**src/voice_port_defs.vh**
```
// Constants for the serial voice port: framing, rates and reference clock.
// Assumes a 50 MHz system clock; included by the voice port design files.
//
// Notes on behaviour
// - Port is slave only; bit clock and word-select always come from outside.
// - Long-sync I2S framing; word-select low is left word, high is right.
// - Samples are linear two's complement values, no companding.
// - Sixteen-bit words, sixteen bit clocks each, most significant bit first.
// - One word-select period is thirty-two bit clocks holding two words.
// - Sample rate 8 kHz; word-select period is 125 microseconds.
// - Device drives a reference clock for the codec on a dedicated pin.
// - Device configures the codec over its shared two-wire control bus; this block only passes a separate controller's pull requests through.
`ifndef VOICE_PORT_DEFS_VH
`define VOICE_PORT_DEFS_VH

// ------------------------------------------------------------
// Framing
// ------------------------------------------------------------
`define VP_WORD_BITS       16
`define VP_FRAME_BITS      32
`define VP_SAMPLE_RATE_HZ  8000
`define VP_BCLK_HZ         (`VP_FRAME_BITS * `VP_SAMPLE_RATE_HZ)

// ------------------------------------------------------------
// Clocks
// ------------------------------------------------------------
`define VP_SYS_CLK_HZ      50000000
`define VP_REF_CLK_HZ      2048000
`define VP_REF_HALF_CYCLES (`VP_SYS_CLK_HZ / (2 * `VP_REF_CLK_HZ))
`define VP_SYNC_STAGES     2

`endif

```
**src/edge_sync.v**
```verilog
// Two-stage synchroniser with rise and fall pulse outputs.
// Assumes the input is asynchronous to clk_sys_in.
`timescale 1ns/1ps
`include "voice_port_defs.vh"
module edge_sync (
    input  wire clk_sys_in,
    input  wire rst_in,
    input  wire pin_in,
    output wire level_out,
    output wire rise_out,
    output wire fall_out
);
    reg stage1;
    reg stage2;
    reg stage3;

    // ------------------------------------------------------------
    // Sync chain; stage1 feeds only stage2
    // ------------------------------------------------------------
    always @(posedge clk_sys_in) begin
        if (rst_in) begin
            stage1 <= 1'b0;
            stage2 <= 1'b0;
            stage3 <= 1'b0;
        end else begin
            stage1 <= pin_in;
            stage2 <= stage1;
            stage3 <= stage2;
        end
    end

    // Edges seen on the settled copies
    assign level_out = stage2;
    assign rise_out  = stage2 & ~stage3;
    assign fall_out  = ~stage2 & stage3;
endmodule

```
**src/voice_i2s_slave_port.v**
```verilog
// Slave-side long-sync serial voice port with codec reference clock output.
// Assumes an external master drives bit clock at 256 kHz, word-select at 8 kHz, and
// that a separate two-wire controller passes codec set-up through this block.
`timescale 1ns/1ps
`include "voice_port_defs.vh"
module voice_i2s_slave_port #(
    parameter WORD_BITS  = `VP_WORD_BITS,
    parameter REF_HALF   = `VP_REF_HALF_CYCLES
) (
    input  wire                 clk_sys_in,
    input  wire                 rst_in,
    input  wire                 bit_clock_in,
    input  wire                 word_select_in,
    input  wire                 serial_data_in,
    output reg                  serial_data_out,
    input  wire [WORD_BITS-1:0] tx_left_in,
    input  wire [WORD_BITS-1:0] tx_right_in,
    output wire                 tx_load_out,
    output reg  [WORD_BITS-1:0] rx_left_out,
    output reg  [WORD_BITS-1:0] rx_right_out,
    output reg                  rx_valid_out,
    output reg                  frame_error_out,
    output reg                  codec_ref_clock_pin_out,
    input  wire                 ctrl_scl_in,
    output wire                 ctrl_scl_oe_out,
    input  wire                 ctrl_sda_in,
    output wire                 ctrl_sda_oe_out,
    input  wire                 ctrl_scl_pull_in,
    input  wire                 ctrl_sda_pull_in
);
    localparam CNT_W = 6;
    localparam REF_W = 8;
    // Frame length is cut to the counter width on purpose; 31 fits six bits
    localparam integer     FRAME_LAST_I = `VP_FRAME_BITS - 1;
    localparam [CNT_W-1:0] FRAME_LAST   = FRAME_LAST_I[CNT_W-1:0];

    wire bclk_rise;
    wire bclk_fall;
    wire ws_level;
    wire ws_rise;
    wire ws_fall;
    wire sd_level;

    reg                 ws_seen;
    reg                 ws_prev;
    reg                 word_start;
    reg [CNT_W-1:0]     bit_cnt;
    reg [CNT_W-1:0]     frame_cnt;
    reg                 in_frame;
    reg [WORD_BITS-1:0] tx_shift;
    reg [WORD_BITS-1:0] tx_right_hold;
    reg [WORD_BITS-1:0] rx_shift;
    reg                 rx_chan;
    reg [REF_W-1:0]     ref_cnt;

    // ------------------------------------------------------------
    // Input sampling; bit clock, word-select and serial data only come in
    // ------------------------------------------------------------
    edge_sync u_bclk (
        .clk_sys_in (clk_sys_in),
        .rst_in     (rst_in),
        .pin_in     (bit_clock_in),
        .level_out  (),
        .rise_out   (bclk_rise),
        .fall_out   (bclk_fall)
    );

    edge_sync u_ws (
        .clk_sys_in (clk_sys_in),
        .rst_in     (rst_in),
        .pin_in     (word_select_in),
        .level_out  (ws_level),
        .rise_out   (ws_rise),
        .fall_out   (ws_fall)
    );

    edge_sync u_sd (
        .clk_sys_in (clk_sys_in),
        .rst_in     (rst_in),
        .pin_in     (serial_data_in),
        .level_out  (sd_level),
        .rise_out   (),
        .fall_out   ()
    );

    // Load strobe marks the left word start, where both words are captured.
    // ws_seen already holds the new word-select level here, while ws_prev
    // still holds the old one, so only ws_seen tells left from right.
    assign tx_load_out = bclk_fall & word_start & ~ws_seen;

    // ------------------------------------------------------------
    // Word-select tracking on the bit clock edges; ws_prev moves on the falling edge
    // ------------------------------------------------------------
    // Word-select is sampled on the rising edge; a change means the next
    // falling edge begins the first bit, one clock later.
    // After reset the synchronised copy starts low, so a master that idles
    // with word-select high gives one spurious right-word start; it is
    // harmless, as the first real left word restarts both directions.
    always @(posedge clk_sys_in) begin
        if (rst_in) begin
            ws_seen    <= 1'b0;
            ws_prev    <= 1'b0;
            word_start <= 1'b0;
        end else if (bclk_rise) begin
            ws_seen    <= ws_level;
            word_start <= (ws_level != ws_seen);
        end else if (bclk_fall) begin
            ws_prev    <= ws_seen;
        end
    end

    // ------------------------------------------------------------
    // Transmit: load at word start, shift on falling edge, MSB first
    // ------------------------------------------------------------
    always @(posedge clk_sys_in) begin
        if (rst_in) begin
            tx_shift        <= {WORD_BITS{1'b0}};
            tx_right_hold   <= {WORD_BITS{1'b0}};
            serial_data_out <= 1'b0;
        end else if (bclk_fall) begin
            if (word_start) begin
                // Left word goes out while word-select is low
                if (!ws_seen) begin
                    serial_data_out <= tx_left_in[WORD_BITS-1];
                    tx_shift        <= {tx_left_in[WORD_BITS-2:0], 1'b0};
                    tx_right_hold   <= tx_right_in;
                end else begin
                    serial_data_out <= tx_right_hold[WORD_BITS-1];
                    tx_shift        <= {tx_right_hold[WORD_BITS-2:0], 1'b0};
                end
            end else begin
                // Bits past the word length are zero padding
                serial_data_out <= tx_shift[WORD_BITS-1];
                tx_shift        <= {tx_shift[WORD_BITS-2:0], 1'b0};
            end
        end
    end

    // ------------------------------------------------------------
    // Receive: sample on rising edge, sixteen bits per word
    // ------------------------------------------------------------
    // Samples pass through untouched as two's complement; no companding.
    // The first bit is taken one rise after the word start is seen, which
    // is the rise that follows the falling edge carrying the MSB.
    always @(posedge clk_sys_in) begin
        if (rst_in) begin
            rx_shift     <= {WORD_BITS{1'b0}};
            bit_cnt      <= {CNT_W{1'b0}};
            rx_chan      <= 1'b0;
            rx_left_out  <= {WORD_BITS{1'b0}};
            rx_right_out <= {WORD_BITS{1'b0}};
            rx_valid_out <= 1'b0;
        end else begin
            rx_valid_out <= 1'b0;
            if (bclk_rise) begin
                if (word_start) begin
                    rx_shift <= {{(WORD_BITS-1){1'b0}}, sd_level};
                    bit_cnt  <= {{(CNT_W-1){1'b0}}, 1'b1};
                    rx_chan  <= ws_prev;
                end else if (bit_cnt != {CNT_W{1'b0}} &&
                             bit_cnt < WORD_BITS[CNT_W-1:0]) begin
                    rx_shift <= {rx_shift[WORD_BITS-2:0], sd_level};
                    bit_cnt  <= bit_cnt + {{(CNT_W-1){1'b0}}, 1'b1};
                    if (bit_cnt == WORD_BITS[CNT_W-1:0] - 1'b1) begin
                        if (rx_chan) begin
                            rx_right_out <= {rx_shift[WORD_BITS-2:0], sd_level};
                            rx_valid_out <= 1'b1;
                        end else begin
                            rx_left_out  <= {rx_shift[WORD_BITS-2:0], sd_level};
                        end
                    end
                end
            end
        end
    end

    // ------------------------------------------------------------
    // Frame length check: 32 bit clocks per word-select period
    // ------------------------------------------------------------
    // Flags a frame that is not exactly 32 clocks; only clocks per frame are
    // counted, so a master running at the wrong rate with 32 clocks per frame is not caught.
    always @(posedge clk_sys_in) begin
        if (rst_in) begin
            frame_cnt       <= {CNT_W{1'b0}};
            in_frame        <= 1'b0;
            frame_error_out <= 1'b0;
        end else if (ws_fall) begin
            in_frame        <= 1'b1;
            frame_cnt       <= {CNT_W{1'b0}};
            frame_error_out <= in_frame && (frame_cnt != FRAME_LAST + 1'b1);
        end else if (bclk_rise && in_frame) begin
            if (frame_cnt != {CNT_W{1'b1}}) begin
                frame_cnt <= frame_cnt + {{(CNT_W-1){1'b0}}, 1'b1};
            end
        end
    end

    // ------------------------------------------------------------
    // Codec reference clock, divided from the system clock
    // ------------------------------------------------------------
    // Free-running and unrelated to the bit clock; the codec locks its own
    // timing to it, not to this port's framing.
    always @(posedge clk_sys_in) begin
        if (rst_in) begin
            ref_cnt                 <= {REF_W{1'b0}};
            codec_ref_clock_pin_out <= 1'b0;
        end else if (ref_cnt == REF_HALF[REF_W-1:0] - 1'b1) begin
            ref_cnt                 <= {REF_W{1'b0}};
            codec_ref_clock_pin_out <= ~codec_ref_clock_pin_out;
        end else begin
            ref_cnt <= ref_cnt + {{(REF_W-1){1'b0}}, 1'b1};
        end
    end

    // ------------------------------------------------------------
    // Control bus pass-through, open drain
    // ------------------------------------------------------------
    // The controller itself lives elsewhere; pulls low here only when it
    // asks, so other targets on the same bus are left free.
    assign ctrl_scl_oe_out = ctrl_scl_pull_in;
    assign ctrl_sda_oe_out = ctrl_sda_pull_in;

    // Sampled bus levels are not used locally
    wire unused_ctrl = ctrl_scl_in ^ ctrl_sda_in ^ ws_rise;
endmodule

```
**config.mk**
```make
export PLATFORM = sky130hd
export DESIGN_NAME = voice_i2s_slave_port
export DESIGN_NICKNAME = d
export VERILOG_FILES = /design/src/edge_sync.v /design/src/voice_i2s_slave_port.v
export VERILOG_INCLUDE_DIRS = /design/src /design/src/src
export SDC_FILE = /design/constraint.sdc
export NUM_CORES = 1
export LEC_CHECK = 0
export ABC_AREA = 1
export BUFFER_PORTS_ARGS = -buffer_cell sky130_fd_sc_hd__buf_2
export CORE_UTILIZATION = 48
export CTS_BUF_LIST = sky130_fd_sc_hd__clkbuf_16
export DETAILED_ROUTE_END_ITERATION = 6
export PLACE_DENSITY = 0.78
export SYNTH_ARGS = -nofsm -noshare
export SYNTH_HDL_FRONTEND = slang
export SYNTH_SLANG_ARGS = --single-unit
```
**constraint.sdc**
```tcl
create_clock -name clk_sys_in -period 1.4 [get_ports clk_sys_in]
set_input_delay 0.21 -clock clk_sys_in [delete_from_list [all_inputs] [get_ports clk_sys_in]]
set_output_delay 0.21 -clock clk_sys_in [all_outputs]
set_load 0.01 [all_outputs]
```
==> results by group, run 1 <==
Floorplanning
  • Starting Density: between 40 and 50%
  • Io pins: 80
  • Die span in y: 99.9 µm
  • Core area: about 9200 µm²
  • Die X: 99.9 µm
  • Die area: around 10000 µm²
  • Row cnt: 35

Place
  • Placed Instances: approximately 800
  • Placement-stage cell area: about 5200 µm²
  • PortBufs: between 70 and 80
  • HPWL Detailed: approximately 7 mm
  • Final Wtd Congestion: ~0.77

Worst setup path
  • WP buf/inv: 3
  • Critical Path Source Type: flop
  • CP Class: reg -> reg
  • CP max FO: 15
  • Top Family by Delay on Critical Path: simple AND/OR/NAND/NOR gates
  • Critical path data required time: ~1.7 ns
  • CP Capture Type: flop
  • Max incr delay on CP: ~0.34 ns
  • Worst path slowest cell: dfxtp_2
  • CP cell instances: inv_2 -> buf_6 -> nor2_4 -> nand2_2 -> nor2_2 -> nand2_4 -> buf_12 -> o21ai_1 -> nor2_1
  • Critical Path AT: 1.75 ns

Layout
  • Area Overhead vs Synth: 33.7%
  • Layout Cells excl Fill: around 840
  • Fillcell total: approximately 720
  • Commonest non-fill, non-tap cells in the layout: 129 x nor2_1, 111 x dfxtp_1, 75 x a21oi_1
  • Final core utilization: between 60% and 70%
  • Share of cells above drive strength 1: between 20% and 30%
  • Commonest non-fill, non-tap cell in the layout: nor2_1
  • Design Area, Final: a little over 6000 µm²
  • Final net count: around 750
  • N_diodes: 0

Synth
  • Post-synth EDFFs: 0
  • Ys Warns: 0
  • Post-synthesis cell type count: 29
  • Synth Flop Type: dfxtp_1
  • Seq/Total Area, Yosys: about half
  • Synth top area cells: dfxtp_1 50%, nor2_1 11%, o21ai_0 9.3%, a21oi_1 8.6%, nand2_1 3.5%
  • Synth Instances: ~600
  • Cell area after synthesis: 4600 µm²
  • Top-area cell type share of the netlist area: between 50% and 60%
  • Mapped Nets: 648
  • Yosys top cell by area: dfxtp_1
  • Syn Area/Cell: ~7.6 µm²
  • FFs w/ async S/R, synth: 0%
  • Register bit total from synthesis: 115

Global route
  • Largest net degree at the start of global routing: 33
  • Grt total ovfl: 0
  • Initial antenna violation count: 0
  • Number of global-route vias before repair: roughly 4200
  • First-pass GRT wire length: 18.8 mm
  • Total GRT Usage: between 20% and 30%

Timing
  • Final setup viols: 10
  • Max transition margin: 69.2%
  • Worst Slack Setup Final: -0.0570 ns
  • Final Slew Violations: 0
  • RSZ-0062 raised after global routing: true
  • Final hold vios: 0
  • Final Skew: about 0.007 ns
  • Hold WS: ~0.0084 ns
  • Least-Margin Pin Slew: between 0.4 and 0.5 ns
  • Crit share post-route: 104%
  • FMAX: ~690 MHz
  • Crit path time final: ~1.5 ns

Outcome
  • Outcome: finished with violations
  • Failing checks: negative setup slack

CTS
  • Clk root buf: clkbuf_16
  • Worst-Skew Late Latency: slightly above 0.4 ns
  • CTS Buf Count: 17
  • # clock sinks: roughly 120
  • TritonCTS clock tree: done
  • Clock Pin Slew Worst Setup and Hold Paths: roughly 0.050 ns
  • Clock Tree Buf Depth: 2
  • H-tree depth: 4

Flow run
  • MaxCap Viol Count: 0

Route
  • Post-Route WL: 11.5 mm
  • Vias/cell: about 5.3
  • Routed len/inst: between 10 and 15 µm
  • Pre-antenna DRT Iters: 5
  • DR iter-0 viols: 279
  • Vias: 4468
  • DRC: 0
  • Final ANT Viol Nets: 0

Pwr
  • Cell leakage power: around 0.0026 µW
  • Pwr Density: approximately 1300 nW/µm²
  • Max IR drop VDD: approximately 0.0008 V

Hold path
  • HP Class: in -> reg
repair_timing:
action	in CTS	in global routing
pin swaps	6	7
endpoints found under the hold margin	1	0
cloned	0	2
resized for setup	36	50
buffers inserted	6	4
setup endpoints to repair	40	71
hold buffers	1	0
layout make-up:
class	instances	area [µm²]	area share, %
inverter	42	173	2.81
clock inverter	15	208	3.38
timing repair buffer	113	776	12.6
tap	129	161	2.63
clock buffer	17	425	6.92
sequential	115	2310	37.6
multi-input combinational	413	2090	34.0
flip-flops by register name, summed over array words and instances, names as in the netlist, 6 cells and up:
name / flops
ref_cnt: 8
bit_cnt: 6
tx_right_hold: 16
rx_left_out: 16
rx_shift: 15
tx_shift: 15
rx_right_out: 16
frame_cnt: 6
power breakdown:
| group | leakage, µW | switching (µW) | internal [µW] |
|---|---|---|---|
| Combinational | 0.00136 | 210 | 138 |
| Sequential | 0.000932 | 27.0 | 3310 |
| Clock | 0.000296 | 1600 | 2990 |
cells by family (layout without fill, tap and decap cells):
family | after synthesis | after routing | synth area share (%)
flip-flops | 115 | 115 | 50.1
buffers and inverters | 75 | 187 | 7.16
AND/OR/NAND/NOR | 235 | 236 | 22.1
XOR/XNOR | 5 | 5 | 0.953
adder cells (fa/ha/maj) | 5 | 5 | 1.36
AO/OA/AOI/OAI | 167 | 167 | 18.3
worst reg2reg max path, cell delays in order, from the launching register on:
cell and delay (ns):
dfxtp_2 0.34, inv_2 0.06, buf_6 0.12, nor2_4 0.11
nand2_2 0.10, nor2_2 0.14, nand2_4 0.09, buf_12 0.16
o21ai_1 0.15, nor2_1 0.07
Yosys cell counts, types with 4 or more instances:
| cell | count |
|---|---|
| nor2_1 | 131 |
| dfxtp_1 | 115 |
| o21ai_0 | 85 |
| a21oi_1 | 79 |
| nand2_1 | 43 |
| inv_1 | 37 |
| nand3_1 | 26 |
| nand4_1 | 17 |
| clkbuf_1 | 11 |
| buf_2 | 9 |
| nand2_2 | 6 |
| buf_4 | 5 |
| ha_1 | 5 |
| buf_1 | 4 |
| inv_2 | 4 |
final timing paths:
path                          from                to  slack, ns  depth (start not counted)
setup / recovery  u_bclk.level_out   rx_right_out[5]      -0.06                          9
hold / removal        bit_clock_in     u_bclk.stage1      0.008                          3
setup reg to reg  u_bclk.level_out   rx_right_out[5]      -0.06                          9
hold reg to reg      u_bclk.stage1  u_bclk.level_out       0.40                          2
layer usage:
layer  part of all wire, %  track usage, %
met1                    41            26.2
met2                    52            43.4
met3                   5.2            5.29
met4                   2.4            9.73
met5                     0               0
through the flow:
stage               TNS (ns)  setup slack (ns)  total power [µW]
floorplan                  0            0.0370              3600
global placement      -0.658           -0.0448              3700
detailed placement     -3.07            -0.175              3720
CTS                  -0.0252           -0.0252              8260
global route           -1.96           -0.0972              8500
finish                -0.224           -0.0570              8270
(Power assumes the default switching activity.)
==> run 2: changes to the inputs <==
--- a/config.mk
+++ b/config.mk
@@ -13,2 +13,3 @@
 export DETAILED_ROUTE_END_ITERATION = 6
+export MAX_ROUTING_LAYER = met4
 export PLACE_DENSITY = 0.78
==> constraint.sdc (replaced) <==
create_clock -name clk_sys_in -period 1.4 [get_ports clk_sys_in]
set_input_delay 0.07 -clock clk_sys_in [delete_from_list [all_inputs] [get_ports clk_sys_in]]
set_output_delay 0.07 -clock clk_sys_in [all_outputs]
set_load 0.01 [all_outputs]
==> results by group, run 2 (same netlist as run 1, synthesis figures left out) <==
Outcome
  • Outcome: finished with violations
  • Failing checks: negative setup slack

CTS
  • Clock Pin Slew Worst Setup and Hold Paths: 0.06 ns (about the same)
  • Clock Tree Buf Depth: 2 (unchanged)
  • # clock sinks: 115 (unchanged)
  • Clk root buf: clkbuf_16
  • H-tree depth: 4 (unchanged)
  • CTS Buf Count: 17 (unchanged)
  • TritonCTS clock tree: done
  • Worst-Skew Late Latency: 0.41 ns (about the same)

Worst setup path
  • Max incr delay on CP: 0.35 ns (about the same)
  • CP Capture Type: flop
  • Worst path slowest cell: dfxtp_4
  • Critical Path Source Type: flop
  • WP buf/inv: 3 (unchanged)
  • CP max FO: 7 (-8)
  • Top Family by Delay on Critical Path: simple AND/OR/NAND/NOR gates
  • Most used cell, CP: nor2_1
  • Critical path data required time: 1.69 ns (about the same)
  • Critical Path AT: 1.72 ns (-0.03 ns)
  • CP cell instances: ha_4 -> nand2_4 -> nor2_4 -> nand2_2 -> clkinv_4 -> nand2_8 -> inv_8 -> buf_12 -> nor2_1 -> nor2_1
  • CP Class: reg -> reg

Place
  • HPWL Detailed: 6.66 mm (-6.0%)
  • Final Wtd Congestion: 0.815 (+5.3%)
  • Placed Instances: 798 (-0.13%)
  • Placement-stage cell area: 5170 µm² (-0.63%)
  • PortBufs: 73 (unchanged)
  • Post-place setup slack: -0.157 ns (+0.0186 ns)

Timing
  • Final setup viols: 3 (-7)
  • Worst Slack Setup Final: -0.0255 ns (+0.0315 ns)
  • FMAX: 701 MHz (+2.2%)
  • RSZ-0062 raised after global routing: true
  • Crit share post-route: 102% (-2.2 points)
  • Max transition margin: 68.6% (-0.52 points)
  • Final Slew Violations: 0 (unchanged)
  • Least-Margin Pin Slew: 0.470 ns (+0.00777 ns)
  • Final hold vios: 0 (unchanged)
  • Fin Setup TNS: -0.0615 ns (+0.163 ns)
  • Crit path time final: 1.43 ns (-0.0315 ns)
  • Final Skew: 0.00743 ns (+0.000447 ns)
  • Hold WS: 0.0340 ns (+0.0255 ns)

Route
  • DR iter-0 viols: 248 (-11%)
  • DRC: 0 (unchanged)
  • Vias: 4591 (+2.8%)
  • Vias/cell: 5.28 (-0.20%)
  • Routed len/inst: 13.9 µm (+1.9%)
  • Final ANT Viol Nets: 0 (unchanged)
  • Pre-antenna DRT Iters: 5 (unchanged)
  • Post-Route WL: 12.1 mm (+5.0%)

Floorplanning
  • Row cnt: 35 (unchanged)
  • Die X: 99.9 µm (unchanged)
  • Die span in y: 99.9 µm (unchanged)
  • Core area: 9240 µm² (unchanged)
  • Io pins: 80 (unchanged)
  • Die area: 9970 µm² (unchanged)
  • Starting Density: 49.7% (unchanged)

Global route
  • Total GRT Usage: 23.4% (-0.24 points)
  • Grt total ovfl: 0 (unchanged)
  • Number of global-route vias before repair: 4082 (-3.7%)
  • Largest net degree at the start of global routing: 33 (unchanged)
  • First-pass GRT wire length: 17.9 mm (-4.3%)
  • Initial antenna violation count: 1 (+1)

Layout
  • Area Overhead vs Synth: 40.3%
  • Commonest non-fill, non-tap cells in the layout: 119 x nor2_1, 112 x dfxtp_1, 77 x a21oi_1
  • Design Area, Final: 6450 µm² (+5.0%)
  • Registers with the most flip-flops: rx_left_out x16, rx_right_out x16, tx_right_hold x16
  • Share of cells above drive strength 1: 26.4% (-0.047 points)
  • Final net count: 772 (+3.2%)
  • Layout Cells excl Fill: 869 (+3.0%)
  • Commonest non-fill, non-tap cell in the layout: nor2_1

Pwr
  • Pwr Density: 1240 nW/µm² (-8.2%)
  • Switching Share: 23.1% (+0.97 points)
  • Cell leakage power: 0.00268 µW (+3.5%)
  • Max IR drop VDD: 0.000927 V (+16%)
  • Power share of the clock group: 53.0% (-2.4 points)
  • Internal power: 6130 µW (-4.9%)
  • Switching pwr: 1840 µW (+0.53%)
  • Comb power frac: 5.1% (+0.9 points)
  • Sequential share of power: 41.9% (+1.5 points)

Flow run
  • MaxCap Viol Count: 0 (unchanged)

Hold path
  • HP Class: in -> reg
[run 2: cell count changes in the layout (fill, tap and decap cells not counted), moves of 4 or more]
cell / previous run / this run
buf_6: 8 / 4
dlygate4sd3_1: 1 / 26
nand2_8: 0 / 4
nor2_1: 129 / 119
nor2_2: 3 / 9
nor2_4: 4 / 8
o21ai_0: 51 / 56
o21ai_1: 26 / 20
[run 2: stage by stage]
stage               power, µW  util (%)
global route             8230      69.8
CTS                      7960      65.6
detailed placement       3710      55.9
finish                   7970      69.8
floorplan                3600         -
global placement         3700      55.9
[run 2: cell type report]
cell class | instances | area [µm²]
Multi-Input combinational cell | 414 | 2190
Inverter | 42 | 188
Sequential cell | 115 | 2310
Antenna cell | 1 | 2.50
Fill cell | 645 | 2790
Clock buffer | 17 | 425
Clock inverter | 15 | 159
Timing Repair Buffer | 136 | 1010
Tap cell | 129 | 161
[run 2: timing repair]
item / in CTS / in global routing
hold buffers: 26 / 0
endpoints found under the setup margin: 39 / 54
setup buffers: 0 / 6
gates resized for setup: 32 / 70
pin swaps: 0 / 18
endpoints found under the hold margin: 26 / 0
cloned: 0 / 6
[run 2: path summary, 6_finish.rpt]
path	from	endpoint	slack [ns]	cells past startpoint
min reg2reg	u_bclk.stage1	u_bclk.level_out	0.40	2
min	tx_left_in[10]	tx_shift[11]	0.03	5
max reg2reg	bit_cnt[0]	rx_right_out[15]	-0.03	10
max	bit_cnt[0]	rx_right_out[15]	-0.03	10
[run 2: power groups by stage]
stage / Clock, µW / Combinational, µW / Sequential (µW)
final: 4220 / 409 / 3340
after global routing: 4430 / 450 / 3340
after global placement: 0 / 291 / 3410
after floorplan: 0 / 197 / 3400
after CTS: 4260 / 363 / 3340
after detailed placement: 0 / 299 / 3410
[run 2: per-layer routing]
layer | wire (µm) | vias to the layer above | GRT usage (%)
met5 | 0 | - | -
li1 | - | 2264 | -
met2 | 6200 | 175 | 38.4
met1 | 4970 | 2113 | 26.6
met4 | 349 | 0 | 12.3
met3 | 580 | 39 | 5.43
[run 2: worst min-delay path, cell delays in order]
cell and delay (ns):
buf_2 0.10, nor2_1 0.08, nor2_1 0.04, o21ai_0 0.06, a21oi_1 0.06
